### config.mk
export PLATFORM = sky130hd
export DESIGN_NAME = nstr_core
export DESIGN_NICKNAME = d
export VERILOG_FILES = /design/src/logic/unused_placeholder_none.sv /design/src/logic/nstr_pkg.sv /design/src/logic/nstr_phase_if.sv /design/src/logic/nstr_qphase.sv /design/src/logic/nstr_core.sv
export SDC_FILE = /design/constraint.sdc
export NUM_CORES = 1
export LEC_CHECK = 0
export ABC_AREA = 1
export BUFFER_PORTS_ARGS = -buffer_cell sky130_fd_sc_hd__buf_2
export CAP_MARGIN = 5
export CORE_MARGIN = 10
export CORE_UTILIZATION = 57
export CTS_CLUSTER_DIAMETER = 100
export DETAILED_ROUTE_END_ITERATION = 10
export GPL_ROUTABILITY_DRIVEN = 1
export PLACE_DENSITY = 0.87
export SYNTH_ARGS = -nofsm -noshare
export SYNTH_HDL_FRONTEND = slang
export SYNTH_SLANG_ARGS = --single-unit
### constraint.sdc
create_clock -name clk_sys -period 3.8 [get_ports clk_sys]
set_input_delay 0.38 -clock clk_sys [delete_from_list [all_inputs] [get_ports clk_sys]]
set_output_delay 0.38 -clock clk_sys [all_outputs]
set_load 0.01 [all_outputs]
### src/logic/unused_placeholder_none.sv
`timescale 1ns/1ps
`default_nettype none
`default_nettype wire

### src/logic/nstr_pkg.sv
// How it works
// RL1 - Nibble swap exchanges low and high nibbles of the file byte, result to destination.
// RL2 - Nibble swap: decode Q1, read Q2, process Q3, write destination Q4; one cycle.
// RL3 - Table read loads the program byte addressed by the pointer into the latch.
// RL4 - Table pointer is 21 bits, byte granular, covering two megabytes.
// RL5 - Pointer bit 0 low gives the low byte, high gives the high byte.
// RL6 - Opcode 0000 0000 0000 10mm; mode none, post-inc, post-dec, pre-inc.
// RL7 - Table read is one word, two cycles: decode, then memory read and latch write.
// RL8 - Destination bit 0 writes the working register, 1 writes the file register.
// RL9 - Access bit 0 uses the access bank, 1 uses the bank select register.
// RL10 - Access bit 0 with extended set on and address up to 5Fh is indexed.
// RL11 - Neither instruction changes any arithmetic status flag.
package nstr_pkg;

    // ==========================================================================
    // Widths and opcodes.
    localparam int PTR_W = 21;
    localparam int DM_AW = 12;
    localparam logic [5:0] SWAP_OPC = 6'h0E;
    localparam logic [13:0] TRD_OPC = 14'h0002;
    localparam logic [1:0] MODE_NONE = 2'h0;
    localparam logic [1:0] MODE_POST_INC = 2'h1;
    localparam logic [1:0] MODE_POST_DEC = 2'h2;
    localparam logic [1:0] MODE_PRE_INC = 2'h3;
    localparam logic DEST_WREG = 1'h0;

    // ==========================================================================
    // File address mapping.
    localparam logic [7:0] LIT_OFFSET_MAX = 8'h5F;
    localparam logic [7:0] ACCESS_SPLIT = 8'h80;
    localparam logic [3:0] ACCESS_HIGH_BANK = 4'hF;

    // ==========================================================================
    // Quarter phases.
    localparam logic [1:0] Q1 = 2'h0;
    localparam logic [1:0] Q2 = 2'h1;
    localparam logic [1:0] Q3 = 2'h2;
    localparam logic [1:0] Q4 = 2'h3;

    // ==========================================================================
    // Register offsets and reset values.
    localparam logic [3:0] REG_PTR_LOW = 4'h0;
    localparam logic [3:0] REG_PTR_HIGH = 4'h1;
    localparam logic [3:0] REG_PTR_UPPER = 4'h2;
    localparam logic [3:0] REG_LATCH = 4'h3;
    localparam logic [3:0] REG_WREG = 4'h4;
    localparam logic [3:0] REG_BANK = 4'h5;
    localparam logic [3:0] REG_STATUS = 4'h6;
    localparam logic [3:0] REG_CONFIG = 4'h7;
    localparam logic [3:0] REG_STATE = 4'h8;
    localparam logic [20:0] PTR_RST = 21'h000000;
    localparam logic [7:0] BYTE_RST = 8'h00;
    localparam logic [3:0] BANK_RST = 4'h0;
    localparam logic [4:0] STATUS_RST = 5'h00;

    typedef enum logic [1:0] {ST_IDLE, ST_SWAP, ST_TRD1, ST_TRD2} nstr_state_e;

endpackage

### src/logic/nstr_phase_if.sv
`timescale 1ns/1ps
`default_nettype none
interface nstr_phase_if;
    logic [1:0] quarter;
    logic step;
    modport src (output quarter, output step);
    modport dst (input quarter, input step);
endinterface
`default_nettype wire

### src/logic/nstr_qphase.sv
`timescale 1ns/1ps
`default_nettype none
module nstr_qphase #(
    parameter int DIV = 1
) (
    // Clock and reset.
    input wire logic clk_sys,
    input wire logic sys_rst,
    // Phase out.
    nstr_phase_if.src ph
);
    localparam int CW = $clog2(DIV + 1);
    localparam logic [CW-1:0] LAST = CW'(DIV - 1);

    logic [CW-1:0] cnt_ff;
    logic [CW-1:0] nxt_cnt;
    logic [1:0] quarter_ff;
    logic [1:0] nxt_quarter;
    logic step;

    // ==========================================================================
    // Divider: one step pulse ends every quarter.
    always_comb begin
        step = (cnt_ff == LAST);
        nxt_cnt = step ? '0 : cnt_ff + CW'(1);
        nxt_quarter = step ? quarter_ff + 2'h1 : quarter_ff;
    end

    always_ff @(posedge clk_sys or posedge sys_rst) begin
        if (sys_rst) begin
            cnt_ff <= '0;
            quarter_ff <= nstr_pkg::Q1;
        end else begin
            cnt_ff <= nxt_cnt;
            quarter_ff <= nxt_quarter;
        end
    end

    assign ph.quarter = quarter_ff;
    assign ph.step = step;
endmodule
`default_nettype wire

### src/logic/nstr_core.sv
// The plain strobed port and the placing of the registers are this design's own decisions.
`timescale 1ns/1ps
`default_nettype none
module nstr_core #(
    parameter int QUARTER_DIV = 1
) (
    // Clock and reset.
    input wire logic clk_sys,
    input wire logic sys_rst,
    // Instruction stream.
    input wire logic [15:0] instr,
    input wire logic instr_valid,
    output logic instr_ready,
    output logic busy,
    output logic [1:0] quarter,
    // Data memory.
    input wire logic [11:0] index_base,
    output logic [11:0] dm_addr,
    output logic dm_rd,
    input wire logic [7:0] dm_rdata,
    output logic dm_we,
    output logic [7:0] dm_wdata,
    // Program memory.
    output logic [19:0] pm_addr,
    output logic pm_rd,
    input wire logic [15:0] pm_rdata,
    // Register port.
    input wire logic [3:0] reg_addr,
    input wire logic [7:0] reg_wdata,
    input wire logic reg_wr,
    input wire logic reg_rd,
    output logic [7:0] reg_rdata
);
    nstr_phase_if ph ();

    nstr_qphase #(.DIV(QUARTER_DIV)) u_qphase (
        .clk_sys(clk_sys),
        .sys_rst(sys_rst),
        .ph(ph.src)
    );

    nstr_pkg::nstr_state_e state_ff;
    nstr_pkg::nstr_state_e nxt_state;
    logic [20:0] table_pointer_ff;
    logic [20:0] nxt_pointer;
    logic [7:0] table_latch_ff;
    logic [7:0] nxt_latch;
    logic [7:0] wreg_ff;
    logic [7:0] nxt_wreg;
    logic [3:0] bank_select_register_ff;
    logic [3:0] nxt_bank;
    logic [4:0] status_ff;
    logic [4:0] nxt_status;
    logic extended_set_enable_ff;
    logic nxt_ext;
    logic [11:0] dm_addr_ff;
    logic [11:0] nxt_dm_addr;
    logic dest_ff;
    logic nxt_dest;
    logic [1:0] pointer_update_field_ff;
    logic [1:0] nxt_mode;
    logic [7:0] operand_ff;
    logic [7:0] nxt_operand;
    logic [7:0] result_ff;
    logic [7:0] nxt_result;
    logic [7:0] byte_ff;
    logic [7:0] nxt_byte;
    logic [7:0] rdata_ff;
    logic [7:0] nxt_rdata;
    logic take;
    logic is_swap;
    logic is_trd;
    logic at_q2;
    logic at_q3;
    logic at_q4;

    // ==========================================================================
    // File address mapping.
    function automatic logic [11:0] map_addr(input logic [7:0] f, input logic a,
                                             input logic [3:0] bank, input logic xen,
                                             input logic [11:0] base);
        logic [11:0] m;
        if (a) begin
            m = {bank, f}; // RL9
        end else if (xen && (f <= nstr_pkg::LIT_OFFSET_MAX)) begin
            m = base + {4'h0, f}; // RL10
        end else if (f < nstr_pkg::ACCESS_SPLIT) begin
            m = {4'h0, f}; // RL9
        end else begin
            m = {nstr_pkg::ACCESS_HIGH_BANK, f};
        end
        return m;
    endfunction

    // ==========================================================================
    // Decode and sequencing.
    always_comb begin
        take = (state_ff == nstr_pkg::ST_IDLE) && (ph.quarter == nstr_pkg::Q1) && ph.step;
        is_swap = (instr[15:10] == nstr_pkg::SWAP_OPC);
        is_trd = (instr[15:2] == nstr_pkg::TRD_OPC); // RL6
        at_q2 = ph.step && (ph.quarter == nstr_pkg::Q2);
        at_q3 = ph.step && (ph.quarter == nstr_pkg::Q3);
        at_q4 = ph.step && (ph.quarter == nstr_pkg::Q4);
        nxt_state = state_ff;
        nxt_dm_addr = dm_addr_ff;
        nxt_dest = dest_ff;
        nxt_mode = pointer_update_field_ff;
        nxt_operand = operand_ff;
        nxt_result = result_ff;
        nxt_byte = byte_ff;
        unique case (state_ff)
            nstr_pkg::ST_IDLE: begin
                if (take && instr_valid && is_swap) begin
                    nxt_state = nstr_pkg::ST_SWAP;
                    nxt_dest = instr[9];
                    nxt_dm_addr = map_addr(instr[7:0], instr[8], bank_select_register_ff,
                                           extended_set_enable_ff, index_base);
                end else if (take && instr_valid && is_trd) begin
                    nxt_state = nstr_pkg::ST_TRD1;
                    nxt_mode = instr[1:0];
                end
            end
            nstr_pkg::ST_SWAP: begin
                if (at_q2) begin
                    nxt_operand = dm_rdata; // RL2
                end
                if (at_q3) begin
                    nxt_result = {operand_ff[3:0], operand_ff[7:4]}; // RL1
                end
                if (at_q4) begin
                    nxt_state = nstr_pkg::ST_IDLE; // RL2
                end
            end
            nstr_pkg::ST_TRD1: begin
                if (at_q4) begin
                    nxt_state = nstr_pkg::ST_TRD2; // RL7
                end
            end
            nstr_pkg::ST_TRD2: begin
                if (at_q3) begin
                    nxt_byte = table_pointer_ff[0] ? pm_rdata[15:8] : pm_rdata[7:0]; // RL5
                end
                if (at_q4) begin
                    nxt_state = nstr_pkg::ST_IDLE; // RL7
                end
            end
        endcase
    end

    always_ff @(posedge clk_sys or posedge sys_rst) begin
        if (sys_rst) begin
            state_ff <= nstr_pkg::ST_IDLE;
            dm_addr_ff <= '0;
            dest_ff <= 1'h1;
            pointer_update_field_ff <= nstr_pkg::MODE_NONE;
            operand_ff <= nstr_pkg::BYTE_RST;
            result_ff <= nstr_pkg::BYTE_RST;
            byte_ff <= nstr_pkg::BYTE_RST;
        end else begin
            state_ff <= nxt_state;
            dm_addr_ff <= nxt_dm_addr;
            dest_ff <= nxt_dest;
            pointer_update_field_ff <= nxt_mode;
            operand_ff <= nxt_operand;
            result_ff <= nxt_result;
            byte_ff <= nxt_byte;
        end
    end

    // ==========================================================================
    // Architectural registers; hardware updates win over a software write.
    always_comb begin
        nxt_pointer = table_pointer_ff;
        nxt_latch = table_latch_ff;
        nxt_wreg = wreg_ff;
        nxt_bank = bank_select_register_ff;
        nxt_status = status_ff;
        nxt_ext = extended_set_enable_ff;
        if (reg_wr) begin
            unique case (reg_addr)
                nstr_pkg::REG_PTR_LOW: nxt_pointer[7:0] = reg_wdata;
                nstr_pkg::REG_PTR_HIGH: nxt_pointer[15:8] = reg_wdata;
                nstr_pkg::REG_PTR_UPPER: nxt_pointer[20:16] = reg_wdata[4:0]; // RL4
                nstr_pkg::REG_LATCH: nxt_latch = reg_wdata;
                nstr_pkg::REG_WREG: nxt_wreg = reg_wdata;
                nstr_pkg::REG_BANK: nxt_bank = reg_wdata[3:0];
                nstr_pkg::REG_STATUS: nxt_status = reg_wdata[4:0];
                nstr_pkg::REG_CONFIG: nxt_ext = reg_wdata[0];
                default: nxt_pointer = table_pointer_ff;
            endcase
        end
        if ((state_ff == nstr_pkg::ST_SWAP) && at_q4 && (dest_ff == nstr_pkg::DEST_WREG)) begin
            nxt_wreg = result_ff; // RL8
        end
        if ((state_ff == nstr_pkg::ST_TRD1) && at_q4 &&
            (pointer_update_field_ff == nstr_pkg::MODE_PRE_INC)) begin
            nxt_pointer = table_pointer_ff + 21'h1; // RL6
        end
        if ((state_ff == nstr_pkg::ST_TRD2) && at_q4) begin
            nxt_latch = byte_ff; // RL3
            if (pointer_update_field_ff == nstr_pkg::MODE_POST_INC) begin
                nxt_pointer = table_pointer_ff + 21'h1; // RL6
            end else if (pointer_update_field_ff == nstr_pkg::MODE_POST_DEC) begin
                nxt_pointer = table_pointer_ff - 21'h1; // RL6
            end
        end
    end

    // Status flags are never touched by either instruction, only by software.
    always_ff @(posedge clk_sys or posedge sys_rst) begin
        if (sys_rst) begin
            table_pointer_ff <= nstr_pkg::PTR_RST;
            table_latch_ff <= nstr_pkg::BYTE_RST;
            wreg_ff <= nstr_pkg::BYTE_RST;
            bank_select_register_ff <= nstr_pkg::BANK_RST;
            status_ff <= nstr_pkg::STATUS_RST; // RL11
            extended_set_enable_ff <= 1'h0;
        end else begin
            table_pointer_ff <= nxt_pointer;
            table_latch_ff <= nxt_latch;
            wreg_ff <= nxt_wreg;
            bank_select_register_ff <= nxt_bank;
            status_ff <= nxt_status;
            extended_set_enable_ff <= nxt_ext;
        end
    end

    // ==========================================================================
    // Register read port; unmapped offsets read as zero.
    always_comb begin
        nxt_rdata = 8'h00;
        if (reg_rd) begin
            unique case (reg_addr)
                nstr_pkg::REG_PTR_LOW: nxt_rdata = table_pointer_ff[7:0];
                nstr_pkg::REG_PTR_HIGH: nxt_rdata = table_pointer_ff[15:8];
                nstr_pkg::REG_PTR_UPPER: nxt_rdata = {3'h0, table_pointer_ff[20:16]};
                nstr_pkg::REG_LATCH: nxt_rdata = table_latch_ff;
                nstr_pkg::REG_WREG: nxt_rdata = wreg_ff;
                nstr_pkg::REG_BANK: nxt_rdata = {4'h0, bank_select_register_ff};
                nstr_pkg::REG_STATUS: nxt_rdata = {3'h0, status_ff};
                nstr_pkg::REG_CONFIG: nxt_rdata = {7'h00, extended_set_enable_ff};
                nstr_pkg::REG_STATE: nxt_rdata = {3'h0, state_ff, ph.quarter, busy};
                default: nxt_rdata = 8'h00;
            endcase
        end
    end

    always_ff @(posedge clk_sys or posedge sys_rst) begin
        if (sys_rst) begin
            rdata_ff <= 8'h00;
        end else begin
            rdata_ff <= nxt_rdata;
        end
    end

    // ==========================================================================
    // Outputs. Memories must answer within the quarter that strobes them.
    assign instr_ready = take;
    assign busy = (state_ff != nstr_pkg::ST_IDLE);
    assign quarter = ph.quarter;
    assign dm_addr = dm_addr_ff;
    assign dm_rd = (state_ff == nstr_pkg::ST_SWAP) && (ph.quarter == nstr_pkg::Q2); // RL2
    assign dm_we = (state_ff == nstr_pkg::ST_SWAP) && at_q4 && dest_ff; // RL8
    assign dm_wdata = result_ff;
    assign pm_addr = table_pointer_ff[20:1]; // RL4
    assign pm_rd = (state_ff == nstr_pkg::ST_TRD2) && (ph.quarter == nstr_pkg::Q3); // RL7
    assign reg_rdata = rdata_ff;
endmodule
`default_nettype wire

## Word level (Yosys, flattened, before mapping)

Cells that the tools add are included.

- Multiply operators: 0
- Add/sub/neg operators: 5
- Reductions and logical operators: 37
- Magnitude comparators: 2
- Mux-type cells: 26
- Shifts and indexed selects: 0
- Bitwise logic cells: 3
- Divide/modulo/power cells: 0
- Eq/ne operators: 22

Operators by type and width:

| kind | count |
|---|---|
| 21-bit 2-to-1 mux | 5 |
| 8-bit 2-to-1 mux | 10 |
| 8-bit one-hot mux with 9 select lines | 1 |
| 12-bit 2-to-1 mux | 3 |
| 21-bit by 1-bit adder with 21-bit output (second input constant) | 1 |
| 21-bit by 1-bit subtractor with 21-bit output (second input constant) | 1 |
| 2-bit AND reduction | 9 |
| 1-bit logical AND | 17 |
| 4-bit by 3-bit == test with 1-bit output (second input constant) | 4 |
| 14-bit by 2-bit == test with 1-bit output (second input constant) | 1 |
| 12-bit by 8-bit adder with 12-bit output | 1 |
| 2-bit == test (second input constant) | 6 |
| 2-bit nonzero test | 5 |
| 4-bit by 2-bit == test with 1-bit output (second input constant) | 2 |
| 8-bit by 7-bit <= comparator with 1-bit output (second input constant) | 1 |
| 8-bit < comparator (second input constant) | 1 |
| 2-bit 2-to-1 mux | 4 |
| 2-bit by 1-bit == test with 1-bit output (second input constant) | 3 |
| 6-bit by 4-bit == test with 1-bit output (second input constant) | 1 |
| 2-bit one-hot mux with 3 select lines | 1 |
| 3-bit AND reduction | 2 |
| 5-bit 2-to-1 mux | 1 |
| 4-bit by 1-bit == test with 1-bit output (second input constant) | 1 |
| 4-bit == test (second input constant) | 1 |
| other kinds (10) | 13 |

- Bits in latches: 0
- ROM bits: 0
- Flip-flop bits (word level): 99
- Logic and storage cells: 111
- Input port bits: 69
- Bits in writable memories: 0
- Memories: 0

## Depth between registers and ports, before layout

- Depth in word-level cells: 8
- Mapped depth: 14
- Depth with buffers taken out: 14

## Cells and area by module

A second synthesis with hierarchy kept.

- Cells, all modules: 940
- Area total of the unflattened synthesis: 6655.1 µm²

Modules (own cells, without submodules):

| module | cells an instance | area each (µm²) | instances |
|---|---|---|---|
| nstr_core | 930 | 6568.8 | 1 |
| nstr_qphase | 10 | 86.3 | 1 |

## Worst setup path after synthesis

No wires, ideal clock.

- Kind: register -> register
- Start: reg table_pointer_ff[0]
- End: reg table_pointer_ff[18]
- Path slack: 1.967 ns
- Library setup time: 0.121 ns
- Data required time: 3.679 ns
- Period minus slack after synthesis: 1.833 ns
- Arrival time: 1.712 ns
- Cell stages (with the launch flop): 11
- Path through: dfrtp_1 inv_1 clkbuf_1 ha_1 nand3_2 nor3_2 nand3_1 nor2_1 nand3_1 nand3_1 nand2_1

- Cells in the longest elaborated chain, start to end: 5

Ends and longest elaborated chain:

| what | line | RTL |
|---|---|---|
| start: declaration | nstr_core.sv:44 | `logic [20:0] table_pointer_ff;` |
| start signal: assignment | nstr_core.sv:212 | `table_pointer_ff <= nstr_pkg::PTR_RST;` |
| start signal: assignment | nstr_core.sv:219 | `table_pointer_ff <= nxt_pointer;` |
| 21-bit by 1-bit adder with 21-bit output | nstr_core.sv:197, nstr_core.sv:202 |  |
| 21-bit 2-to-1 mux | nstr_core.sv:195 | `if ((state_ff == nstr_pkg::ST_TRD1) && at_q4 &&` |
| 21-bit 2-to-1 mux | nstr_core.sv:203 | `end else if (pointer_update_field_ff == nstr_pkg::MODE_POST_DEC) begin` |
| 21-bit 2-to-1 mux | nstr_core.sv:201 | `if (pointer_update_field_ff == nstr_pkg::MODE_POST_INC) begin` |
| 21-bit 2-to-1 mux * | nstr_core.sv:199 | `if ((state_ff == nstr_pkg::ST_TRD2) && at_q4) begin` |
| named net nxt_pointer[18] | nstr_core.sv:45 | `logic [20:0] nxt_pointer;` |

The timed path passes the listed nets; every way through them passes the cells marked *.
A chain may end at the register's enable or synchronous reset.

## Worst setup path in the final report

- Start: reg u_qphase.quarter_ff[1] (netlist: u_qphase.ph.quarter[1])
- End: reg table_pointer_ff[16]

- Cells in the longest elaborated chain, start to end: 8

Ends and longest elaborated chain:

| what | line | RTL |
|---|---|---|
| start: declaration | nstr_qphase.sv:17 | `logic [1:0] quarter_ff;` |
| start signal: assignment | nstr_qphase.sv:32 | `quarter_ff <= nstr_pkg::Q1;` |
| start signal: assignment | nstr_qphase.sv:35 | `quarter_ff <= nxt_quarter;` |
| 2-bit == test * | nstr_core.sv:103 | `at_q4 = ph.step && (ph.quarter == nstr_pkg::Q4);` |
| 1-bit logical AND * | nstr_core.sv:103 |  |
| 1-bit logical AND (2 in series) | nstr_core.sv:195 |  |
| 21-bit 2-to-1 mux | nstr_core.sv:195 |  |
| 21-bit 2-to-1 mux | nstr_core.sv:203 |  |
| 21-bit 2-to-1 mux | nstr_core.sv:201 |  |
| 21-bit 2-to-1 mux * | nstr_core.sv:199 |  |
| named net nxt_pointer[16] | nstr_core.sv:45 |  |

Marks and branches as above.

==> flow_summary_export.csv <==
group,metric,value,unit
die,dieHeight,128,µm
clock_network,cts.reportedPaths.clkPinSlew,0.07,ns
worst_setup_path,cp_max_fo,12,
sta,max_freq,423,MHz
synth,yosys.cell_count.top_type,"nand2_1",
power,p_per_area,490,nW/µm²
die,core_area,11500,µm²
route,ant_nets,0,
grt,grt_max_degree,38,
grt,antenna_found_initial,0,
sta,final_hold_viol_count,0,
final_layout,fillers,1022,
grt,grtUsageTotal,0.250,
clock_network,cts_buffer_depth,2,
route,routed_via_density,5.75,
final_layout,area.sequential,2450,µm²
synth,synth-main-ff-cell,"dfrtp_1",
final_layout,antenna_cells,0,
final_layout,multiInputGateArea,3550,µm²
die,io_pins,124,
clock_network,cts-root-buf,"clkbuf_16",
clock_network,cts_max_level,3,
sta,fin_tns_setup,0,ns
die,start_util,0.584,
final_layout,drive_above_1_share,0.205,
worst_setup_path,critPathMaxStageDelay,0.43,ns
sta,skew,0.00667,ns
worst_setup_path,rrSetupSlack,1.44,ns
synth,ys_types,50,
synth,synth_cells,924,
grt,grt_pass1_wl,33000,µm
final_layout,synthToLayoutAreaGrowth,12.0,%
sta,worst_slew_pin_slew,0.660,ns
grt,grt_remaining_overflow,0,
die,dieArea,16500,µm²
synth,syn_area,6690,µm²
synth,synth_commonest_cells,"nand2_1 (226), dfrtp_1 (97), nor2_1 (97)",
synth,synth_seq_cells,98,
synth,synth.avg_cell_area,7.24,µm²
worst_setup_path,crit_type,"flip-flop to flip-flop",
route,via_count,6692,
synth,yosysWarnings,0,
worst_setup_path,critPathArrivalTime,2.61,ns
clock_network,clk_latency,0.37,ns
worst_setup_path,end_kind,"flip-flop",
clock_network,post_cts_buffers,0,
run,maxCapViolCount,0,
place,io_buffers,123,
sta,fin_ws,1.44,ns
place,dp_slack,1.52,ns
die,fp.dieW,128,µm
place,gp_congestion,1.08,
sta,period_share,0.622,
die,placementRows,39,
clock_network,cts_hold_buffers,0,
sta,setup_viol_count_final,0,
sta,drv_slew,0,
synth,synth_edf_count,0,
final_layout,nNetsFinal,1100,
power,peakVddDrop,0.000402,V
min_path,hp-class,"input port to async pin",
sta,relSlewSlack,0.555,
synth,yosys.area.top_type,"dfrtp_1",
clock_network,cts_tree,"done",
route,dr.pass1.iters,6,
clock_network,clock_sinks,98,
power,power.leakage,3.72,nW
route,wl_per_cell,18.1,µm
route,routed_wl,21100,µm
route,drc,0,
worst_setup_path,worstPathCellList,"ha_1 -> nand3_2 -> nor2_4 -> inv_2 -> nand2_2 -> inv_1 -> a22oi_1 -> nand2_1",
clock_network,post_cts_resized,0,
sta,finalCriticalPeriod,2.36,ns
grt,grt_pass1_vias,6466,
worst_setup_path,cp-start-kind,"flip-flop",
synth,syn_nets,1008,
synth,synth_area_leaders,"dfrtp_1 (36%), nand2_1 (13%), o21ai_0 (6.2%)",
sta,rsz0062_at_grt,"no",
place,dpl.hpwl,16300,µm
worst_setup_path,cp_data_required_time,4.05,ns
route,drtIter0Drc,803,
worst_setup_path,slowest_stage,"dfrtp_1",
synth,synthArstFlopShare,1.00,
clock_network,numCtsBuffers,9,
run_status,status,"finished clean",
synth,yosysSeqAreaShare,0.367,
synth,netlist.area_leader.share,0.363,
power,p_total,3.67,mW
layout by cell type (no fill, tap or decap), types with 8 or more instances in the layout:
cell type	instances
nand2_1	226
buf_2	123
nor2_1	97
dfrtp_1	97
inv_1	88
o21ai_0	83
nand3_1	59
a21oi_1	47
o211ai_1	22
xor2_1	19
ha_1	14
inv_2	12
o21ai_1	12
nor2_2	11
nor2_4	9
clkbuf_16	9
or2_2	8
o22ai_1	8
nand2_2	8
a31oi_1	8
nand4_1	8
cells by family (layout without fill, tap and decap cells):
kind of cell	Yosys count	after routing	synth area share
buf+inv	147	244	0.103
compound gates	197	197	0.170
mux	7	7	0.0118
flops	98	98	0.367
simple gates	439	439	0.292
fa+ha+maj	15	15	0.0292
xor+xnor	21	21	0.0275
power by group:
group          internal (mW)  leakage (nW)  switching (mW)
clock network          0.478         0.144           0.457
registers               1.33          1.19           0.299
logic                  0.418          2.39           0.694
registers in the layout, summed over array words and instances, names as in the netlist:
register                 flops
table_pointer_ff            21
dm_addr                     12
byte_ff                      8
dm_wdata                     8
operand_ff                   8
reg_rdata                    8
table_latch_ff               8
wreg_ff                      8
status_ff                    5
bank_select_register_ff      4
pointer_update_field_ff      2
state_ff                     2
u_qphase.ph.quarter          2
dest_ff                      1
extended_set_enable_ff       1
worst max-delay path: cells and delay by family, from the launching register on:
family,cells,cell delay (ns)
compound gates,1,0.25
fa+ha+maj,1,0.34
buf+inv,2,0.28
flops,1,0.43
simple gates,4,0.94
area by class of cell:
| cell class | instances | area share |
|---|---|---|
| Multi-Input combinational cell | 679 | 0.473 |
| Sequential cell | 98 | 0.327 |
| Timing Repair Buffer | 125 | 0.0841 |
| Inverter | 103 | 0.0522 |
| Clock buffer | 10 | 0.0319 |
| Tap cell | 143 | 0.0239 |
| Clock inverter | 6 | 0.00751 |
stage by stage:
stage	instance area, µm²	cells	hold slack, ns	utilization
after global routing	7500	1164	0.0810	0.654
after CTS	7500	1164	0.0560	0.654
after floorplan	6690	924	0.445	-
after detailed placement	7200	1148	0.442	0.628
final	7500	1164	0.0429	0.654
after global placement	7200	1148	0.432	0.628
worst paths after layout:
path,endpoint,cells past startpoint,startpoint
setup / recovery,table_pointer_ff[16],8,u_qphase.ph.quarter[1]
hold / removal,dm_addr[4],2,sys_rst
setup reg to reg,table_pointer_ff[16],8,u_qphase.ph.quarter[1]
hold reg to reg,operand_ff[4],2,operand_ff[4]
max in group asynchronous,table_pointer_ff[11],3,sys_rst
min in group clk_sys,operand_ff[4],3,dm_rdata[4]
layer usage:
metal | GRT usage | vias to the layer above | wire length, µm
met3 | 0.0661 | 64 | 2050
met2 | 0.400 | 327 | 10100
met5 | 0 | - | 0
met4 | 0.106 | 0 | 677
li1 | - | 3211 | -
met1 | 0.312 | 3090 | 8320
No activity file was read; power rests on OpenSTA's default activity.
